File: src/design/mws_pkg.sv
// Constants, types and register map of the multi-word shift unit
package mws_pkg;

  // Datapath geometry
  localparam int WORD_W    = 16;
  localparam int MEM_DEPTH = 16;
  localparam int ADDR_W    = 4;
  localparam int PADDR_W   = 8;

  // APB register offsets (byte addresses)
  localparam logic [PADDR_W-1:0] OFF_CTRL   = 8'h00;
  localparam logic [PADDR_W-1:0] OFF_CWORD  = 8'h04;
  localparam logic [PADDR_W-1:0] OFF_RANGE  = 8'h08;
  localparam logic [PADDR_W-1:0] OFF_SRC    = 8'h0c;
  localparam logic [PADDR_W-1:0] OFF_STATUS = 8'h10;
  // Data words occupy 8'h40..8'h7c
  localparam logic [1:0]         MEM_PAGE   = 2'h1;

  // Command register fields
  localparam int CTRL_OP_LSB = 0;
  localparam int CTRL_GO_BIT = 8;

  // Control word bits of the reversible bit shift
  localparam int CW_CLEAR_BIT = 15;
  localparam int CW_TRIG_BIT  = 14;
  localparam int CW_DATA_BIT  = 13;
  localparam int CW_DIR_BIT   = 12;

  // Range register fields
  localparam int RANGE_ST_LSB = 0;
  localparam int RANGE_EN_LSB = 8;

  // Reset values and the one-word address step
  localparam logic [WORD_W-1:0] CWORD_RST = 16'h0000;
  localparam logic [WORD_W-1:0] SRC_RST   = 16'h0000;
  localparam logic [WORD_W-1:0] WORD_RST  = 16'h0000;
  localparam logic [ADDR_W-1:0] ADDR_RST  = 4'h0;
  localparam logic [ADDR_W-1:0] ADDR_ONE  = 4'h1;

  typedef enum logic [1:0] {MWS_OP_REV, MWS_OP_WORD, MWS_OP_ASL, MWS_OP_NONE} mws_op_t;
  typedef enum logic [1:0] {ACT_CLEAR, ACT_LEFT, ACT_RIGHT, ACT_WORD} mws_act_t;
  typedef enum logic {S_IDLE, S_RUN} mws_state_t;

  typedef struct packed {
    logic negative;
    logic zero;
    logic carry;
    logic error;
  } mws_flags_t;

  localparam mws_flags_t FLAGS_RST = 4'h0;

endpackage : mws_pkg

File: src/design/mws_bit_stage.sv
// One-bit shifter of a single word with insert and spill bits
`timescale 1ns/1ps
`default_nettype none
module mws_bit_stage
  import mws_pkg::*;
(
  input  wire logic [WORD_W-1:0] wordIn,
  input  wire logic              insertBit,
  input  wire logic              shiftRight,
  output logic      [WORD_W-1:0] wordOut,
  output logic                   outBit
);

  assign wordOut = shiftRight ? {insertBit, wordIn[WORD_W-1:1]} : {wordIn[WORD_W-2:0], insertBit};
  assign outBit  = shiftRight ? wordIn[0] : wordIn[WORD_W-1];

endmodule : mws_bit_stage
`default_nettype wire

File: src/design/mws_shift_unit.sv
// Multi-word shift unit: reversible bit shift, word shift, arithmetic left shift
// How it works
// - A reversible shift moves the whole range by one bit only on a rising edge of control bit 14.
// - Control bit 12 picks the direction, one for right and zero for left.
// - With control bit 15 set the range and the carry are cleared and any shift is ignored.
// - A left shift feeds control bit 13 into bit 0 of the start word and spills end bit 15 into carry.
// - A right shift feeds control bit 13 into bit 15 of the end word and spills start bit 0 into carry.
// - The carry after a reversible shift is the spilled bit, and a clear zeroes it.
// - Both range operations set the error flag when start exceeds end and clear it otherwise.
// - A word shift moves each word one place toward the end, puts the source in the start and drops the end.
// - An arithmetic left shift moves one word left, inserts zero and copies the old top bit into carry.
// - After it the zero flag shows whether the result is all zeros.
// - After it the negative flag copies result bit 15 and carry is set only when a one left.
`timescale 1ns/1ps
`default_nettype none
module mws_shift_unit
  import mws_pkg::*;
(
  input  wire logic               clk_sys,
  input  wire logic               reset,
  input  wire logic               psel,
  input  wire logic               penable,
  input  wire logic               pwrite,
  input  wire logic [PADDR_W-1:0] paddr,
  input  wire logic [31:0]        pwdata,
  output logic      [31:0]        prdata,
  output logic                    pready,
  output logic                    pslverr,
  output mws_flags_t              flags,
  output logic                    busy
);

  ////////////////////////////////////////////////////////////////////////////
  // State
  logic [WORD_W-1:0] mem_q [MEM_DEPTH];
  logic [WORD_W-1:0] ctrlWord_q;
  logic [WORD_W-1:0] srcWord_q;
  logic [ADDR_W-1:0] stAddr_q;
  logic [ADDR_W-1:0] enAddr_q;
  logic [ADDR_W-1:0] idx_q;
  logic              inBit_q;
  logic              trigPrev_q;
  logic              settled_q;
  logic [31:0]       prdata_q;
  mws_flags_t        flags_q;
  mws_state_t        state_q;
  mws_act_t          act_q;

  function automatic logic isMemAddr(input logic [PADDR_W-1:0] a);
    isMemAddr = (a[PADDR_W-1:PADDR_W-2] == MEM_PAGE);
  endfunction : isMemAddr

  ////////////////////////////////////////////////////////////////////////////
  // APB decode
  logic              accessPhase;
  logic              wrEn;
  logic              addrHit;
  logic [ADDR_W-1:0] memIdx;
  logic              goReq;
  mws_op_t           goOp;
  logic              goRev;
  logic              goWord;
  logic              goAsl;
  logic [31:0]       readData;

  assign accessPhase = psel & penable;
  // Wait states while a range operation walks the data words and for one cycle after it ends
  assign pready      = penable & settled_q;
  assign wrEn        = accessPhase & pready & pwrite;
  assign memIdx      = paddr[ADDR_W+1:2];
  assign addrHit     = isMemAddr(paddr) | (paddr == OFF_CTRL) | (paddr == OFF_CWORD) |
                       (paddr == OFF_RANGE) | (paddr == OFF_SRC) | (paddr == OFF_STATUS);
  assign pslverr     = accessPhase & pready & ~addrHit;
  assign goReq       = wrEn & (paddr == OFF_CTRL) & pwdata[CTRL_GO_BIT];
  assign goOp        = mws_op_t'(pwdata[CTRL_OP_LSB +: 2]);
  assign goRev       = goReq & (goOp == MWS_OP_REV);
  assign goWord      = goReq & (goOp == MWS_OP_WORD);
  assign goAsl       = goReq & (goOp == MWS_OP_ASL);
  assign busy        = (state_q == S_RUN);
  assign flags       = flags_q;
  assign prdata      = prdata_q;

  assign readData = isMemAddr(paddr)      ? {16'h0000, mem_q[memIdx]} :
                    (paddr == OFF_CWORD)  ? {16'h0000, ctrlWord_q} :
                    (paddr == OFF_RANGE)  ? {20'h00000, enAddr_q, 4'h0, stAddr_q} :
                    (paddr == OFF_SRC)    ? {16'h0000, srcWord_q} :
                    (paddr == OFF_STATUS) ? {27'h0000000, flags_q, busy} : 32'h00000000;

  ////////////////////////////////////////////////////////////////////////////
  // Launch decisions
  logic     rangeErr;
  logic     clearReq;
  logic     trigEdge;
  logic     revLaunch;
  logic     wordLaunch;
  mws_act_t nextAct;
  logic     startAtEnd;

  assign rangeErr   = stAddr_q > enAddr_q;
  assign clearReq   = ctrlWord_q[CW_CLEAR_BIT];
  assign trigEdge   = ctrlWord_q[CW_TRIG_BIT] & ~trigPrev_q;
  assign revLaunch  = goRev & ~rangeErr & (clearReq | trigEdge);
  assign wordLaunch = goWord & ~rangeErr;
  assign nextAct    = goWord ? ACT_WORD :
                      clearReq ? ACT_CLEAR :
                      ctrlWord_q[CW_DIR_BIT] ? ACT_RIGHT : ACT_LEFT;
  assign startAtEnd = (nextAct == ACT_RIGHT) | (nextAct == ACT_WORD);

  ////////////////////////////////////////////////////////////////////////////
  // Datapath
  logic [WORD_W-1:0] stageIn;
  logic              stageIns;
  logic              stageRight;
  logic [WORD_W-1:0] stageOut;
  logic              stageOutBit;
  logic              running;
  logic              lastStep;
  logic              walkUp;
  logic [WORD_W-1:0] wordShiftVal;
  logic [WORD_W-1:0] stepValue;

  assign running    = (state_q == S_RUN);
  // Idle: the stage serves the single-word arithmetic shift at the start address
  assign stageIn    = running ? mem_q[idx_q] : mem_q[stAddr_q];
  assign stageIns   = running & inBit_q;
  assign stageRight = running & (act_q == ACT_RIGHT);
  assign walkUp     = (act_q == ACT_LEFT) | (act_q == ACT_CLEAR);
  assign lastStep   = walkUp ? (idx_q == enAddr_q) : (idx_q == stAddr_q);
  // Walking down from the end keeps each moved word unread-after-write
  assign wordShiftVal = (idx_q == stAddr_q) ? srcWord_q : mem_q[idx_q - ADDR_ONE];
  assign stepValue  = (act_q == ACT_CLEAR) ? WORD_RST :
                      (act_q == ACT_WORD) ? wordShiftVal : stageOut;

  mws_bit_stage u_stage (
    .wordIn     (stageIn),
    .insertBit  (stageIns),
    .shiftRight (stageRight),
    .wordOut    (stageOut),
    .outBit     (stageOutBit)
  );

  ////////////////////////////////////////////////////////////////////////////
  // Configuration registers
  always_ff @(posedge clk_sys) begin
    if (reset) begin
      ctrlWord_q <= CWORD_RST;
      srcWord_q  <= SRC_RST;
      stAddr_q   <= ADDR_RST;
      enAddr_q   <= ADDR_RST;
    end else if (wrEn) begin
      if (paddr == OFF_CWORD) ctrlWord_q <= pwdata[WORD_W-1:0];
      if (paddr == OFF_SRC) srcWord_q <= pwdata[WORD_W-1:0];
      if (paddr == OFF_RANGE) begin
        stAddr_q <= pwdata[RANGE_ST_LSB +: ADDR_W];
        enAddr_q <= pwdata[RANGE_EN_LSB +: ADDR_W];
      end
    end
  end

  // Read data is sampled a cycle early so prdata comes from a flop
  always_ff @(posedge clk_sys) begin
    if (reset) begin
      settled_q <= 1'b0;
      prdata_q  <= 32'h00000000;
    end else begin
      settled_q <= psel & ~busy & ~(accessPhase & settled_q);
      prdata_q  <= readData;
    end
  end

  ////////////////////////////////////////////////////////////////////////////
  // Sequencer, data words and flags
  always_ff @(posedge clk_sys) begin
    if (reset) begin
      for (int i = 0; i < MEM_DEPTH; i++) begin
        mem_q[i] <= WORD_RST;
      end
      state_q    <= S_IDLE;
      act_q      <= ACT_CLEAR;
      idx_q      <= ADDR_RST;
      inBit_q    <= 1'b0;
      trigPrev_q <= 1'b0;
      flags_q    <= FLAGS_RST;
    end else begin
      unique case (state_q)
        S_IDLE: begin
          if (wrEn & isMemAddr(paddr)) mem_q[memIdx] <= pwdata[WORD_W-1:0];
          if (goRev | goWord) flags_q.error <= rangeErr;
          if (goRev & ~rangeErr) trigPrev_q <= ctrlWord_q[CW_TRIG_BIT];
          if (revLaunch & clearReq) flags_q.carry <= 1'b0;
          if (revLaunch | wordLaunch) begin
            state_q <= S_RUN;
            act_q   <= nextAct;
            idx_q   <= startAtEnd ? enAddr_q : stAddr_q;
            inBit_q <= ctrlWord_q[CW_DATA_BIT];
          end
          if (goAsl) begin
            mem_q[stAddr_q]  <= stageOut;
            flags_q.error    <= 1'b0;
            flags_q.carry    <= stageOutBit;
            flags_q.zero     <= (stageOut == WORD_RST);
            flags_q.negative <= stageOut[WORD_W-1];
          end
        end
        S_RUN: begin
          mem_q[idx_q] <= stepValue;
          inBit_q      <= stageOutBit;
          if (lastStep) begin
            state_q <= S_IDLE;
            if (act_q == ACT_LEFT || act_q == ACT_RIGHT) flags_q.carry <= stageOutBit;
          end else begin
            idx_q <= walkUp ? idx_q + ADDR_ONE : idx_q - ADDR_ONE;
          end
        end
      endcase
    end
  end

  // Steps of the running walk, so its length can be held against the range
  logic [ADDR_W-1:0] stepCnt_q;

  always_ff @(posedge clk_sys) begin
    if (reset || !running) begin
      stepCnt_q <= ADDR_RST;
    end else begin
      stepCnt_q <= stepCnt_q + ADDR_ONE;
    end
  end
endmodule : mws_shift_unit
`default_nettype wire

File: config.mk
export PLATFORM = sky130hd
export DESIGN_NAME = mws_shift_unit
export DESIGN_NICKNAME = d
export VERILOG_FILES = /design/src/design/mws_pkg.sv /design/src/design/mws_bit_stage.sv /design/src/design/mws_shift_unit.sv
export SDC_FILE = /design/constraint.sdc
export NUM_CORES = 1
export LEC_CHECK = 0
export BUFFER_PORTS_ARGS = -buffer_cell sky130_fd_sc_hd__buf_2
export CELL_PAD_IN_SITES_DETAIL_PLACEMENT = 1
export CELL_PAD_IN_SITES_GLOBAL_PLACEMENT = 2
export CORE_MARGIN = 1
export CORE_UTILIZATION = 45
export DETAILED_ROUTE_END_ITERATION = 12
export PLACE_DENSITY = 0.79
export RECOVER_POWER = 25
export SLEW_MARGIN = 30
export SYNTH_ARGS = -nofsm -noshare
export SYNTH_HDL_FRONTEND = slang
export SYNTH_SLANG_ARGS = --single-unit
File: constraint.sdc
create_clock -name clk_sys -period 6.34 [get_ports clk_sys]
set_clock_uncertainty 0.05 [all_clocks]
set_input_delay 1.268 -clock clk_sys [delete_from_list [all_inputs] [get_ports clk_sys]]
set_output_delay 1.268 -clock clk_sys [all_outputs]
set_load 0.05 [all_outputs]
==> metrics.md <==
| Metric | Value |
|---|---|
| Starting Density | `45.80%` |
| Net Sw Power | `between 0.001 and 0.0015 W` |
| Die footprint | `between 40000 and 50000 sq um` |
| Setup-violating endpoint count in the final report | `0` |
| RSZ-0062 raised after global routing | `no` |
| # clock sinks | `334` |
| H-tree levels | `2` |
| CTS resizes | `0` |
| Req. time, crit path | `~6.7 ns` |
| Critical Path End Type | `flop` |
| Synthesis-to-layout area growth | `10.37%` |
| Drt drc | `0` |
| Hold/Removal Path Class | `flop to flop` |
| Dpl hpwl | `roughly 57000 um` |
| Reg-to-reg slack, setup | `~0.92 ns` |
| Number of synthesized flops with an enable pin | `256` |
| Crit path max fanout | `42` |
| Combinational fraction of design power | `8.8%` |
| Simple-Gate Fraction of Synth Area | `approximately 11%` |
| Rows | `80` |
| Synth Area in XOR/XNOR | `less than 1%` |
| Max-cap violation count | `6` |
| Reg-to-Reg End | `mem_q[5][6]` |
| M1 wire length | `between 30000 and 40000 um` |
| Layout cells sized above 1 | `between 30% and 40%` |
| Crit path launch type | `input port` |
| Placed insts | `about 2300` |
| R2R Path Start | `busy` |
| Yosys warns | `0` |
| Slew @ Worst Pin | `2.754 ns` |
| Number of diodes | `0` |
| DR top layer | `met5` |
| Crit path to | `prdata[5]` |
| Yosys reg bits | `334` |
| Post-synthesis compound-gate area fraction | `under 10%` |
| Total wire length | `approximately 85000 um` |
| Port Buffer Count | `51` |
| Initial antenna violation count | `3` |
| VDD IR max | `roughly 150 uV` |
| Slew HR | `-83.59%` |
| Vias per inst | `7.197` |
| Final Hold Viols | `0` |
| Vias | `between 15000 and 20000` |
| Storage cell area | `9266 sq um` |
| Filler cell count | `4758` |
| Top Ports | `84` |
| WP data arrival | `roughly 5.8 ns` |
| Hold path startpoint | `ctrlWord_q[4]` |
| DR iter-0 viols | `approximately 2500` |
| Num CTS Buffers | `40` |
| GRT overflow | `0` |
| Die Width | `between 200 and 250 um` |
| Post-Syn Area | `between 20000 and 25000 sq um` |
| Clock power share | `~45%` |
| Outcome | `complete, but fails checks` |
| Power per Cell Area | `~220 nW/um^2` |
| Clock Tree Buf Depth | `3` |
| Setup CP Type | `input port to flop` |
| Slew Limit Fails | `about 190` |
| Vias in the first global route | `~17000` |
| Seq/Total Area, Yosys | `around 42%` |
| Footprint of the multi-input gates | `around 12000 sq um` |
| Leakage | `between 7 and 8 nW` |
| Root buf cell | `clkbuf_16` |
| Min Clock Period, post-route | `5.504 ns` |
| Nets@finish | `approximately 1700` |
| TritonRoute pass-1 iters | `6` |
| WL/cell | `around 36 um` |
| First-pass GRT wire length | `around 120000 um` |
| Routed Antenna Nets | `0` |
| Switching Share | `about a quarter` |
| Post-CTS Setup Inserts | `0` |
| R2R depth | `8` |
| Setup TNS | `0 ns` |
| Largest net degree at the start of global routing | `58` |
| RD Place Congestion | `0.8960` |
| Avg Synthesized Cell Area | `between 10 and 15 sq um` |
| Internal power | `0.004053 W` |
| Met3 wire length | `between 9000 and 10000 um` |
| Total core area | `47850 sq um` |
| CTS tree | `yes` |
| Gr usage total | `roughly a third` |
| Clock latency on the worst-skew pair | `0.58 ns` |
| Largest family of logic cells by synthesized area | `multiplexers` |
| Synth Area in Adders | `0.5709%` |
| Syn Inst Count | `between 1500 and 2000` |
| Met2 WL post-DR | `around 39000 um` |
| Synth cell types | `a little under 80` |
| Clk pin slew, worst setup/hold paths | `~0.06 ns` |
| Die height | `between 200 and 250 um` |
| Final non-filler cell total | `between 2000 and 2500` |
| Mux cell area share after synthesis | `between 30% and 40%` |
| Post-synth ARST share | `0%` |
| Violated checks | `max-capacitance violations, max-slew violations` |
| Sequential group share of total power | `between 40% and 50%` |
| Top FF cell, synth | `edfxtp_1` |
| Hold Buf Count CTS | `0` |
| Worst setup path startpoint | `paddr[3]` |
| Final period utilization | `a little under 90%` |
| Achievable frequency | `approximately 0.18 GHz` |
[worst max-delay path, cell delays in order]
cell and delay, ns:
clkbuf_4 0.11, clkbuf_1 1.93, buf_4 0.82, mux4_2 0.42
mux4_2 0.58, a222oi_1 0.53, nor2_1 0.08
[synthesized netlist by cell type (all sizes together) (6+ instances only)]
library cell / count / area [sq um]
buf: 96 / 619.3
inv: 19 / 71.32
ha: 10 / 125.1
o21ai: 26 / 130.1
a22oi: 12 / 95.09
a221oi: 6 / 65.06
mux2: 27 / 307.8
and2: 10 / 62.56
dfxtp: 78 / 1562
edfxtp: 256 / 7687
nor3: 61 / 310.3
a21oi: 75 / 386.6
a211oi: 8 / 65.06
clkbuf: 82 / 312.8
nand3: 13 / 65.06
nor2b: 11 / 68.82
nand2: 134 / 523.0
nor2: 271 / 1050
a222oi: 9 / 90.09
xnor2: 10 / 87.58
nand4: 7 / 43.79
mux4: 304 / 6933
nand2b: 24 / 150.1
mux2i: 49 / 490.5
and3: 6 / 37.54
[cell families after synthesis]
| logic type | count (synthesis) |
|---|---|
| flip-flops | 334 |
| buffers and inverters | 198 |
| XOR/XNOR | 11 |
| adder cells (fa/ha/maj) | 10 |
| multiplexers | 380 |
| AO/OA/AOI/OAI | 183 |
| other | 1 |
| AND/OR/NAND/NOR | 557 |
[metrics by stage]
step / power (W) / worst slack (ns) / hold slack, ns / area, sq um / util, %
after floorplan: 0.002785 / 1.842 / 0.3857 / 21970 / -
after CTS: 0.005398 / 1.433 / 0.4126 / 24240 / 50.66
final: 0.005388 / 0.8362 / 0.4150 / 24190 / 50.55
after global placement: 0.002961 / 1.392 / 0.3953 / 22850 / 47.76
after detailed placement: 0.002973 / 1.321 / 0.4036 / 22880 / 47.82
after global routing: 0.005497 / 0.7937 / 0.4370 / 24190 / 50.55
[power groups by stage]
stage	logic, W	registers (W)	clock network, W
finish	0.000475	0.00246	0.00245
global route	0.000488	0.00247	0.00254
CTS	0.000469	0.00246	0.00247
detailed placement	0.000466	0.00251	0
global placement	0.000462	0.00250	0
floorplan	0.000290	0.00249	0
[layout make-up]
cell class              count  share of cell area (%)
clock buffers              50                   4.506
clock inverters            23                   1.107
inverters                  20                  0.3104
multi-input cells        1157                   48.65
flip-flops and latches    334                   38.31
well taps                 615                   3.181
repair buffers            141                   3.932
[state kept, by name, indices dropped and copies added, names as in the netlist, named ones only]
register and cells:
stAddr_q 4, inBit_q 1, busy 1, mem_q 256, settled_q 1, prdata 16, ctrlWord_q 16, act_q 2
srcWord_q 16, idx_q 4, enAddr_q 4, flags 4, trigPrev_q 1
[worst min-delay path by stage]
stage / end / cells past startpoint
floorplan: ctrlWord_q[5] / 2
global route: ctrlWord_q[5] / 2
global placement: ctrlWord_q[5] / 2
CTS: ctrlWord_q[5] / 2
detailed placement: ctrlWord_q[5] / 2
finish: ctrlWord_q[4] / 2
[layout by cell type (no fill, tap or decap), types with 7 or more instances in the layout]
cell / synthesis / final
a211oi_1: 7 / 7
nand3_1: 13 / 13
o21ai_0: 19 / 19
a222oi_1: 9 / 9
clkbuf_16: 0 / 41
a21oi_1: 72 / 70
dfxtp_1: 78 / 72
clkinv_1: 1 / 8
nand2b_1: 24 / 24
nor2b_1: 11 / 11
mux2_2: 22 / 22
nand2_2: 8 / 8
mux4_2: 281 / 281
nand2_1: 126 / 126
nor3_1: 60 / 60
nand4_1: 7 / 7
edfxtp_1: 256 / 256
inv_1: 19 / 19
ha_1: 10 / 9
buf_4: 20 / 70
xnor2_1: 10 / 8
buf_2: 48 / 27
o21ai_1: 7 / 7
nor2_2: 13 / 14
mux2i_1: 49 / 49
mux4_1: 23 / 23
a22oi_1: 11 / 11
clkbuf_1: 80 / 42
conb_1: 1 / 16
nor2_1: 258 / 257
[layer usage]
metal / vias up / global-route usage [%]
met5: - / 0
met4: 6 / 17.35
met3: 280 / 9.283
met2: 1242 / 54.46
met1: 8690 / 44.86
li1: 6623 / -
(Power assumes the default switching activity.)
